<file path="src/radio_status_regs_defs.vh">
`ifndef RADIO_STATUS_REGS_DEFS_VH
`define RADIO_STATUS_REGS_DEFS_VH

// Register offsets
`define ADDR_DIE_REVISION      16'hDF60
`define ADDR_PART_IDENTITY     16'hDF61
`define ADDR_RADIO_STATUS      16'hDF62
`define ADDR_IRQ_SOURCE_SEL    16'hDF64
`define ADDR_RADIO_POWER_CTL   16'hDF17
`define ADDR_RX_THRESHOLD      16'hDF4F
`define ADDR_IRQ_STATUS        16'hDF70
`define ADDR_IRQ_MASK          16'hDF71

// Identity values (arbitrary)
`define DIE_REVISION_VAL       8'h5A
`define PART_IDENTITY_VAL      8'hA5

// Field positions
`define ST_TX_ACTIVE           4
`define ST_RX_AVAIL            3
`define ST_RX_THR              2
`define ST_FRAME_DELIM         1
`define ST_CHAN_CLEAR          0
`define PWR_PD_BIT             4
`define PWR_DLY_MSB            3
`define PWR_DLY_LSB            0
`define PWR_DPD_BIT            5
`define IRQ_ACK_BIT            0
`define IRQ_REG_READY_BIT      1

// Reset values
`define RST_RX_THRESHOLD       7'h40
`define RST_POWER_CTL_DLY      4'hF
`define RST_ZERO8              8'h00

// Each delay step is this many clocks
`define DLY_STEP_CYCLES        8'h40

`endif
</file>
<file path="src/radio_status_and_regulator_ctl.v">
`timescale 1ns/1ps
`include "radio_status_regs_defs.vh"
module radio_status_and_regulator_ctl #(
   parameter CNT_W = 7,
   parameter DLY_W = 4
) (
   // Clock and reset
   input  wire             clk,
   input  wire             srst,
   // Register port
   input  wire [15:0]      addr,
   input  wire [7:0]       wdata,
   input  wire             wr,
   input  wire             rd,
   output reg  [7:0]       rdata,
   // Radio status inputs (async to clk)
   input  wire             tx_active_in,
   input  wire [CNT_W:0]   rx_fifo_count,
   input  wire             filter_enable,
   input  wire             frame_filter_pass,
   input  wire             frame_complete,
   input  wire             frame_delim_in,
   input  wire             channel_clear_in,
   input  wire             ack_frame_event,
   // Power mode inputs
   input  wire             power_mode_two,
   input  wire             power_mode_three,
   // Regulator controls
   output wire             analog_reg_enable,
   output wire             digital_reg_enable,
   // Interrupt
   output wire             irq
);

////////////////////////////////////////////////////////////////////////////
// Input synchronisers: two flops before any logic
localparam NSYNC = 9;
wire [NSYNC-1:0] async_in = {tx_active_in, filter_enable, frame_filter_pass,
   frame_complete, frame_delim_in, channel_clear_in, ack_frame_event,
   power_mode_two, power_mode_three};
wire [NSYNC-1:0] sync2_q;
wire [CNT_W:0]   cnt2_q;

// Every pin level crosses here; nothing reads the first stage
two_flop_sync #(
   .W (NSYNC)
) u_pin_sync (
   .clk  (clk),
   .srst (srst),
   .d    (async_in),
   .q    (sync2_q)
);

// Fifo count from the radio side takes the same two stages
two_flop_sync #(
   .W (CNT_W+1)
) u_cnt_sync (
   .clk  (clk),
   .srst (srst),
   .d    (rx_fifo_count),
   .q    (cnt2_q)
);

// Count crosses as a bus; a one-cycle tear is tolerated as status only
wire tx_active_s  = sync2_q[8];
wire filt_en_s    = sync2_q[7];
wire filt_pass_s  = sync2_q[6];
wire frame_done_s = sync2_q[5];
wire delim_s      = sync2_q[4];
wire cca_s        = sync2_q[3];
wire ack_ev_s     = sync2_q[2];
wire pm2_s        = sync2_q[1];
wire pm3_s        = sync2_q[0];

wire ack_ev_rise;

// A held-high event counts once, on its first synchronised cycle
rise_detect u_ack_rise (
   .clk   (clk),
   .srst  (srst),
   .level (ack_ev_s),
   .rise  (ack_ev_rise)
);

////////////////////////////////////////////////////////////////////////////
// Software registers
reg [6:0]       rx_thr_q;
reg             ack_irq_en_q;
reg             pd_q;
reg [DLY_W-1:0] dly_sel_q;
reg [1:0]       irq_mask_q;

wire wr_pwr  = wr && (addr == `ADDR_RADIO_POWER_CTL);
wire wr_thr  = wr && (addr == `ADDR_RX_THRESHOLD);
wire wr_src  = wr && (addr == `ADDR_IRQ_SOURCE_SEL);
wire wr_stat = wr && (addr == `ADDR_IRQ_STATUS);
wire wr_mask = wr && (addr == `ADDR_IRQ_MASK);

////////////////////////////////////////////////////////////////////////////
// Threshold flag, held off by filtering, also set on full frame
reg  frame_ok_q;
wire above_thr = (cnt2_q > {1'b0, rx_thr_q});
wire rx_avail  = (cnt2_q != {(CNT_W+1){1'b0}});

always @(posedge clk) begin
   if (srst) begin
      frame_ok_q <= 1'b0;
   end else if (!rx_avail) begin
      frame_ok_q <= 1'b0;
   end else if (filt_pass_s || frame_done_s) begin
      frame_ok_q <= 1'b1;
   end
end

// Filtering on: count only counts once the frame passed or completed
wire thr_gate    = !filt_en_s || frame_ok_q;
wire thr_by_cnt  = above_thr && thr_gate;
// A complete frame raises the flag at any nonzero count
wire thr_by_done = frame_done_s && rx_avail;
wire rx_thr_flag = thr_by_cnt || thr_by_done;

////////////////////////////////////////////////////////////////////////////
// Regulator power-on delay
localparam PS_OFF  = 2'b00;
localparam PS_WAIT = 2'b01;
localparam PS_ON   = 2'b10;

reg [1:0]             ps_q;
reg [DLY_W+7:0]       dly_cnt_q;
reg                   dly_pd_q;
reg                   reg_ready_ev;
wire [DLY_W+7:0]      dly_load = ({{8{1'b0}}, dly_sel_q} + 1'b1)
   * {{DLY_W{1'b0}}, `DLY_STEP_CYCLES};

always @(posedge clk) begin
   if (srst) begin
      ps_q         <= PS_OFF;
      dly_cnt_q    <= {(DLY_W+8){1'b0}};
      dly_pd_q     <= 1'b1;
      reg_ready_ev <= 1'b0;
   end else begin
      reg_ready_ev <= 1'b0;
      case (ps_q)
         PS_OFF: begin
            dly_pd_q <= 1'b1;
            if (!pd_q) begin
               ps_q      <= PS_WAIT;
               dly_cnt_q <= dly_load;
            end
         end
         PS_WAIT: begin
            if (pd_q) begin
               ps_q <= PS_OFF;
            end else if (dly_cnt_q == {{(DLY_W+7){1'b0}}, 1'b1}) begin
               ps_q         <= PS_ON;
               dly_pd_q     <= 1'b0;
               reg_ready_ev <= 1'b1;
            end else begin
               dly_cnt_q <= dly_cnt_q - 1'b1;
            end
         end
         PS_ON: begin
            if (pd_q) begin
               ps_q     <= PS_OFF;
               dly_pd_q <= 1'b1;
            end
         end
         default: ps_q <= PS_OFF;
      endcase
   end
end

assign analog_reg_enable  = ~pd_q & ~dly_pd_q;
// Only the enable drops; register state lives on flops
assign digital_reg_enable = ~(pm2_s | pm3_s);

////////////////////////////////////////////////////////////////////////////
// Register writes and sticky interrupt flags
wire [1:0] irq_set = {reg_ready_ev, ack_ev_rise & ack_irq_en_q};

always @(posedge clk) begin
   if (srst) begin
      rx_thr_q     <= `RST_RX_THRESHOLD;
      ack_irq_en_q <= 1'b0;
      pd_q         <= 1'b1;
      dly_sel_q    <= `RST_POWER_CTL_DLY;
      irq_mask_q   <= 2'b00;
   end else begin
      if (wr_thr)
         rx_thr_q <= wdata[6:0];
      if (wr_src)
         ack_irq_en_q <= wdata[`IRQ_ACK_BIT];
      if (wr_pwr) begin
         pd_q      <= wdata[`PWR_PD_BIT];
         dly_sel_q <= wdata[`PWR_DLY_MSB:`PWR_DLY_LSB];
      end
      if (wr_mask)
         irq_mask_q <= wdata[1:0];
   end
end

localparam NFLAG = 2;

wire [NFLAG-1:0] irq_stat;
wire [NFLAG-1:0] irq_clr = wr_stat ? wdata[1:0] : 2'b00;

// One sticky flag per event source
genvar gi;
generate
   for (gi = 0; gi < NFLAG; gi = gi + 1) begin : g_irq_flag
      sticky_w1c_flag u_flag (
         .clk  (clk),
         .srst (srst),
         .set  (irq_set[gi]),
         .clr  (irq_clr[gi]),
         .flag (irq_stat[gi])
      );
   end
endgenerate

assign irq = |(irq_stat & irq_mask_q);

////////////////////////////////////////////////////////////////////////////
// Read path, data one cycle after the strobe
wire [7:0] status_byte = {3'b000, tx_active_s, rx_avail,
   rx_thr_flag, delim_s, cca_s};

reg [7:0] rd_mux;

// Unmapped addresses read zero rather than a neighbour's value
always @* begin
   rd_mux = `RST_ZERO8;
   case (addr)
      `ADDR_DIE_REVISION:    rd_mux = `DIE_REVISION_VAL;
      `ADDR_PART_IDENTITY:   rd_mux = `PART_IDENTITY_VAL;
      `ADDR_RADIO_STATUS:    rd_mux = status_byte;
      `ADDR_IRQ_SOURCE_SEL:  rd_mux = {7'h00, ack_irq_en_q};
      `ADDR_RADIO_POWER_CTL: rd_mux = {2'b00, dly_pd_q, pd_q,
                                       dly_sel_q};
      `ADDR_RX_THRESHOLD:    rd_mux = {1'b0, rx_thr_q};
      `ADDR_IRQ_STATUS:      rd_mux = {6'h00, irq_stat};
      `ADDR_IRQ_MASK:        rd_mux = {6'h00, irq_mask_q};
      default:               rd_mux = `RST_ZERO8;
   endcase
end

// Idle cycles read zero so a stale answer never lingers
always @(posedge clk) begin
   if (srst) begin
      rdata <= `RST_ZERO8;
   end else if (rd) begin
      rdata <= rd_mux;
   end else begin
      rdata <= `RST_ZERO8;
   end
end

endmodule // radio_status_and_regulator_ctl

////////////////////////////////////////////////////////////////////////////
// Two-flop synchroniser; only the second stage is visible outside
module two_flop_sync #(
   parameter W = 1
) (
   // Clock and reset
   input  wire         clk,
   input  wire         srst,
   // Data
   input  wire [W-1:0] d,
   output wire [W-1:0] q
);

reg [W-1:0] meta_q;
reg [W-1:0] stable_q;

// Both stages clear on reset, matching the idle low level of the pins
always @(posedge clk) begin
   if (srst) begin
      meta_q   <= {W{1'b0}};
      stable_q <= {W{1'b0}};
   end else begin
      meta_q   <= d;
      stable_q <= meta_q;
   end
end

assign q = stable_q;

endmodule // two_flop_sync

////////////////////////////////////////////////////////////////////////////
// Sticky event flag, cleared by writing a one
module sticky_w1c_flag (
   // Clock and reset
   input  wire clk,
   input  wire srst,
   // Event and clear
   input  wire set,
   input  wire clr,
   // Flag
   output wire flag
);

reg flag_q;
reg flag_d;

// Set beats a simultaneous write-one clear, so no event is lost
always @* begin
   flag_d = flag_q;
   if (clr) begin
      flag_d = 1'b0;
   end
   if (set) begin
      flag_d = 1'b1;
   end
end

always @(posedge clk) begin
   if (srst) begin
      flag_q <= 1'b0;
   end else begin
      flag_q <= flag_d;
   end
end

assign flag = flag_q;

endmodule // sticky_w1c_flag

////////////////////////////////////////////////////////////////////////////
// Rising-edge detector; history resets to the idle low level
module rise_detect (
   // Clock and reset
   input  wire clk,
   input  wire srst,
   // Level in, one-cycle pulse out
   input  wire level,
   output wire rise
);

reg level_q;

// A level already high at reset release gives a pulse at once, as history starts low
always @(posedge clk) begin
   if (srst) begin
      level_q <= 1'b0;
   end else begin
      level_q <= level;
   end
end

assign rise = level & ~level_q;

endmodule // rise_detect

</file>
<file path="config.mk">
export PLATFORM = sky130hd
export DESIGN_NAME = radio_status_and_regulator_ctl
export DESIGN_NICKNAME = d
export VERILOG_FILES = /design/src/radio_status_and_regulator_ctl.v
export VERILOG_INCLUDE_DIRS = /design/src
export SDC_FILE = /design/constraint.sdc
export NUM_CORES = 1
export LEC_CHECK = 0
export BUFFER_PORTS_ARGS = -buffer_cell sky130_fd_sc_hd__buf_2
export CORE_AREA = 2 2 85 87
export DETAILED_ROUTE_END_ITERATION = 8
export DIE_AREA = 0 0 87 89
export GPL_ROUTABILITY_DRIVEN = 0
export PLACE_DENSITY = 0.71
export SYNTH_ARGS = -nofsm -noshare
export SYNTH_HDL_FRONTEND = slang
export SYNTH_SLANG_ARGS = --single-unit
export TNS_END_PERCENT = 20
</file>
<file path="constraint.sdc">
create_clock -name clk -period 4.9 [get_ports clk]
set_input_delay 0.98 -clock clk [delete_from_list [all_inputs] [get_ports clk]]
set_output_delay 0.98 -clock clk [all_outputs]
set_load 0.03 [all_outputs]
</file>
=== Word level (Yosys, flattened, before mapping) ===
Index checks and enable logic that the tools add are counted.
W data, S select, Z words.

* Register bits: 77
* Input bits: 45
* Output and inout port bits: 11
* Logic and storage cells: 94

* Add/subtract/negate cells: 2
* Magnitude comparators: 1
* Equal/unequal tests: 17
* Mux-type cells: 20
* Bitwise logic cells: 12
* Reductions and logical operators: 24

{| class="wikitable"
|+ Operators with widths
! operator !! count
|-
| $eq A16 B16 Y1 const B || 8
|-
| $pmux W8 S8 || 1
|-
| $mux W12 || 3
|-
| $pmux W12 S2 || 1
|-
| $eq A12 B1 Y1 const B || 1
|-
| $sub A12 B1 Y12 const B || 1
|-
| $mux W2 || 5
|-
| $ne A2 B2 Y1 const B || 5
|-
| $gt A8 B7 Y1 || 1
|-
| $mux W1 || 8
|-
| $reduce_and A4 Y1 || 2
|-
| $reduce_bool A8 Y1 || 1
|-
| $logic_and A1 B1 Y1 || 7
|-
| $not A1 Y1 || 7
|-
| $pmux W2 S3 || 1
|-
| $reduce_bool A2 Y1 || 3
|-
| $reduce_or A2 Y1 || 3
|-
| $add A4 B1 Y5 const B || 1
|-
| $and A1 B1 Y1 || 3
|-
| $logic_or A1 B1 Y1 || 3
|-
| $ne A3 B3 Y1 const B || 1
|-
| $pmux W1 S3 || 1
|-
| $reduce_and A3 Y1 || 1
|-
| $reduce_bool A3 Y1 || 1
|-
| other kinds (7) || 7
|}

=== Longest topological paths before layout ===
* Word-level depth: 5
* Depth in mapped cells: 8

=== Modules after synthesis ===
A second synthesis with hierarchy kept.

* Cell total of the unflattened synthesis: 356
* Area, all modules: 3423.3 µm²

{| class="wikitable"
|+ By module, submodules not included
! module !! instances !! cells an instance !! area each (µm²) !! sequential area each (µm²)
|-
| radio_status_and_regulator_ctl || 1 || 275 || 2344.7 || 800.8
|-
| two_flop_sync (u_pin_sync) || 1 || 37 || 489.2 || 360.3
|-
| two_flop_sync (u_cnt_sync) || 1 || 33 || 464.2 || 320.3
|-
| sticky_w1c_flag || 2 || 4 || 38.8 || 20.0
|-
| rise_detect || 1 || 3 || 47.5 || 20.0
|}

=== Worst setup path before layout ===
OpenSTA, ideal clock, no wires.

* Path kind: input to register
* Start point: input port addr[0]
* End point: register ack_irq_en_q
* Data arrival time: 2.291 ns
* Path slack: 2.481 ns
* Cell stages on the path: 6
* Path buffers: 1
* Cell sequence: buf_2 > or4b_1 > or3_1 > nor3_2 > mux2i_1 > nor2_1

* Cells in the longest elaborated chain, start to end: 2

{| class="wikitable"
|+ RTL lines
! what !! line !! source
|-
| start: declaration || radio_status_and_regulator_ctl.v:11 || <nowiki>input wire [15:0] addr,</nowiki>
|-
| $eq A16 B16 Y1 || -- ||
|-
| $logic_and A1 B1 Y1 || radio_status_and_regulator_ctl.v:95 || <nowiki>wire wr_src = wr && (addr == `ADDR_IRQ_SOURCE_SEL);</nowiki>
|-
| end signal: assignment || radio_status_and_regulator_ctl.v:192 || <nowiki>ack_irq_en_q <= wdata[`IRQ_ACK_BIT];</nowiki>
|-
| end: declaration || radio_status_and_regulator_ctl.v:88 || <nowiki>reg ack_irq_en_q;</nowiki>
|}

No other way between the ends.
A chain may end at the register's enable or synchronous reset.

=== Final worst setup path ===
* Start point: input port addr[7]
* End point: register rdata[0]

* Cells in the longest elaborated chain, start to end: 2
* Elaborated cells between the ends (all ways): 9

{| class="wikitable"
|+ RTL lines
! what !! line !! source
|-
| $eq A16 B16 Y1 || radio_status_and_regulator_ctl.v:233 || <nowiki>case (addr)</nowiki>
|-
| $pmux W8 S8 (*) || radio_status_and_regulator_ctl.v:233 ||
|-
| end signal: assignment || radio_status_and_regulator_ctl.v:250 || <nowiki>rdata <= `RST_ZERO8;</nowiki>
|-
| end signal: assignment || radio_status_and_regulator_ctl.v:252 || <nowiki>rdata <= rd_mux;</nowiki>
|-
| end signal: assignment || radio_status_and_regulator_ctl.v:254 || <nowiki>rdata <= `RST_ZERO8;</nowiki>
|-
| end: declaration || radio_status_and_regulator_ctl.v:15 || <nowiki>output reg [7:0] rdata,</nowiki>
|}

Mark *: on every way between the ends. The rest lies on a longest branch, timed or not.

==> summary.md <==
| Metric | Value |
|---|---|
| Root buffer cell | `clkbuf_8` |
| IO Pins | `56` |
| Least-Margin Pin Slew | `0.586 ns` |
| Total grt overflow | `0` |
| Most frequent cell after synthesis | `dfxtp_1` |
| H-tree depth | `3` |
| Final setup vio count | `0` |
| Final WL | `6830 um` |
| Layout fillers | `624` |
| Core Rows | `30` |
| Max Slew Vio Count | `0` |
| RSZ-0062 raised after global routing | `false` |
| Avg Inst Size Synth | `9.17 um^2` |
| Pwr/cell area | `302 nW/um^2` |
| Area of the multi-input gates | `1670 um^2` |
| Status | `completed` |
| Num CTS Buffers | `9` |
| CP Buf/Inv Count | `1` |
| Crit path launch type | `input pin` |
| Hold Path Class | `reg -> reg` |
| Seq cells post-synth | `77` |
| Final-report hold violation count | `0` |
| Crit path time final | `2.53 ns` |
| Antenna viol nets, final | `0` |
| Async SR Flop Fraction | `0%` |
| Die area | `7740 um^2` |
| Seq. cell area | `1540 um^2` |
| HPWL after detailed placement | `4990 um` |
| Clock skew | `0.0109 ns` |
| P&R area growth vs syn | `14.5%` |
| Ys flop type | `dfxtp_1` |
| Post-synth net total | `420` |
| VDD IR max | `0.000184 V` |
| WP data required | `5.17 ns` |
| Post-CTS sizing | `0` |
| DRT iter0 DRCs | `178` |
| Vias | `2719` |
| Layout net count | `469` |
| Number of synthesized flops with an enable pin | `0` |
| Sequential area share after synthesis | `46.1%` |
| Width of the die | `87 um` |
| Antenna violations before repair | `0` |
| DRT Pass-1 Iters | `5` |
| Critical path peak fanout | `13` |
| Final design utilization | `57.1%` |
| Clock transition at path regs | `0.09 ns` |
| CTS hold repair buffers | `0` |
| CP endpoint kind | `flop` |
| Clock Sinks | `77` |
| # port buffers | `54` |
| Drt drc | `0` |
| Vias per cell | `5.45` |
| Critical path, cell by cell | `buf_2 -> nand3b_4 -> or3_1 -> nor3_4 -> o311ai_2 -> a31oi_1` |
| Worst slew margin | `60.5%` |
| List of most frequent post-synthesis cells | `77 x dfxtp_1, 37 x nor2b_1, 31 x nand2_1, 31 x nor2_1, 22 x a21oi_1` |
| Family with the most delay on the worst path | `simple AND/OR/NAND/NOR gates` |
| Die height | `89 um` |
| Initial core utilization | `49.8%` |
| Worst EP arrival | `2.80 ns` |
| Synthesized cell area | `3350 um^2` |
| TritonCTS clock tree | `yes` |
| Fmax achieved | `396 MHz` |
| Global-route wire length before repair | `10900 um` |
| Number of synthesis warnings | `0` |
| Deepest clock path buffer count | `2` |
| Tcrit/Tclk final | `51.6%` |
| Setup WS pre-CTS | `2.04 ns` |
| # Max-Cap Violations | `0` |
| Core area | `6720 um^2` |
| Unique masters post-synth | `56` |
| Ranking of synthesized cells by area | `dfxtp_1 46%, nor2b_1 6.9%, ha_1 3.7%` |
| Syn Inst Count | `365` |
| Crit Path Category | `in -> reg` |
| PnR worst setup slack | `2.37 ns` |
| Crit path max-delay cell type | `or3_1` |
| Clk_lat worst skew | `0.35 ns` |
| Per-cell routed wire length | `13.7 um` |
| Leakage | `1.54 nW` |
| Largest net degree at the start of global routing | `32` |
| GRT Total Usage | `18.1%` |
| Synth area leader | `dfxtp_1` |
| Share of post-route cells with drive strength above 1 | `20.3%` |
| Antenna cell count | `0` |
| CP max stage delay | `0.54 ns` |
| Setup TNS | `0 ns` |
| Vias in the first global route | `2350` |
| Post-CTS Setup Bufs | `0` |
| Top cell type's share of synthesized area | `46.1%` |
==> registers in the layout, indices dropped and copies added (netlist names) <==
signal	flops
u_pin_sync.q	9
u_ack_rise.level_q	1
ps_q	2
dly_pd_q	1
pd_q	1
irq_mask_q	2
dly_cnt_q	12
dly_sel_q	4
u_pin_sync.meta_q	9
u_cnt_sync.q	8
u_cnt_sync.meta_q	8
frame_ok_q	1
g_irq_flag.u_flag.flag	2
rdata	8
reg_ready_ev	1
rx_thr_q	7
ack_irq_en_q	1
==> cell usage in the layout, fill, tap and decap left out, types with 2 or more instances in the layout <==
| cell | instances |
|---|---|
| a211oi_1 | 4 |
| buf_2 | 54 |
| nand2_1 | 31 |
| nor2_1 | 31 |
| ha_1 | 10 |
| nor2b_1 | 37 |
| nand2b_1 | 3 |
| a21oi_1 | 22 |
| nor3_1 | 7 |
| nor3_2 | 3 |
| inv_6 | 4 |
| nand3_1 | 18 |
| a32o_1 | 2 |
| nand4_1 | 4 |
| xor2_1 | 3 |
| a22o_1 | 3 |
| dfxtp_1 | 77 |
| o21ai_0 | 13 |
| o22ai_1 | 2 |
| xnor2_1 | 3 |
| or4_1 | 4 |
| a222oi_1 | 3 |
| nor3_4 | 2 |
| nor4_2 | 2 |
| a22oi_1 | 4 |
| or3_1 | 5 |
| clkbuf_8 | 10 |
| o31ai_1 | 3 |
| mux2i_1 | 12 |
| inv_1 | 15 |
==> stage by stage <==
stage | power, W | hold slack [ns] | instance area (um^2) | cells
detailed placement | 0.000724 | 0.424 | 3640 | 483
global placement | 0.000722 | 0.416 | 3640 | 483
floorplan | 0.000696 | 0.411 | 3350 | 365
global route | 0.00121 | 0.455 | 3830 | 499
finish | 0.00116 | 0.438 | 3830 | 499
CTS | 0.00117 | 0.443 | 3830 | 499
==> cell type report <==
type	instances	area share [%]
clock buffer	10	3.59
clock inverter	6	1.34
inverter	15	1.47
multi-input combinational	256	43.5
sequential	77	40.2
tap	80	2.61
timing repair buffer	55	7.25
==> cells by family after synthesis <==
group | Yosys count | share of synthesized area [%]
AO/OA/AOI/OAI | 64 | 12.5
XOR/XNOR | 6 | 1.57
adder cells (fa/ha/maj) | 10 | 3.74
buffers and inverters | 32 | 4.07
flip-flops | 77 | 46.1
multiplexers | 13 | 3.93
AND/OR/NAND/NOR | 163 | 28.1
==> layer usage <==
metal	vias to the layer above	global-route usage, %	routed length [um]
met3	10	3.51	401
met4	0	7.39	93
li1	1382	-	-
met1	1235	25.7	3330
met2	92	27.3	3010
met5	-	0	0
==> final timing paths <==
check | startpoint | to | slack [ns] | cells after the start
hold / removal | u_pin_sync.meta_q[0] | u_pin_sync.q[0] | 0.44 | 1
setup reg to reg | dly_cnt_q[2] | dly_cnt_q[7] | 2.89 | 5
setup / recovery | addr[7] | rdata[0] | 2.37 | 6
hold reg to reg | u_pin_sync.meta_q[0] | u_pin_sync.q[0] | 0.44 | 1
==> power breakdown <==
group	internal (W)	switching [W]	leakage [nW]
Combinational	0.0000301	0.0000362	0.820
Clock	0.000206	0.000245	0.0943
Sequential	0.000639	0.00000412	0.628
==> worst register-to-register path, stage by stage, from the launching register on <==
cell     delay [ns]
dfxtp_1        0.36
nor3_2         0.42
nand4_1        0.39
o21ai_1        0.37
nor2_1         0.12
a32o_1         0.23
(Power assumes the default switching activity.)
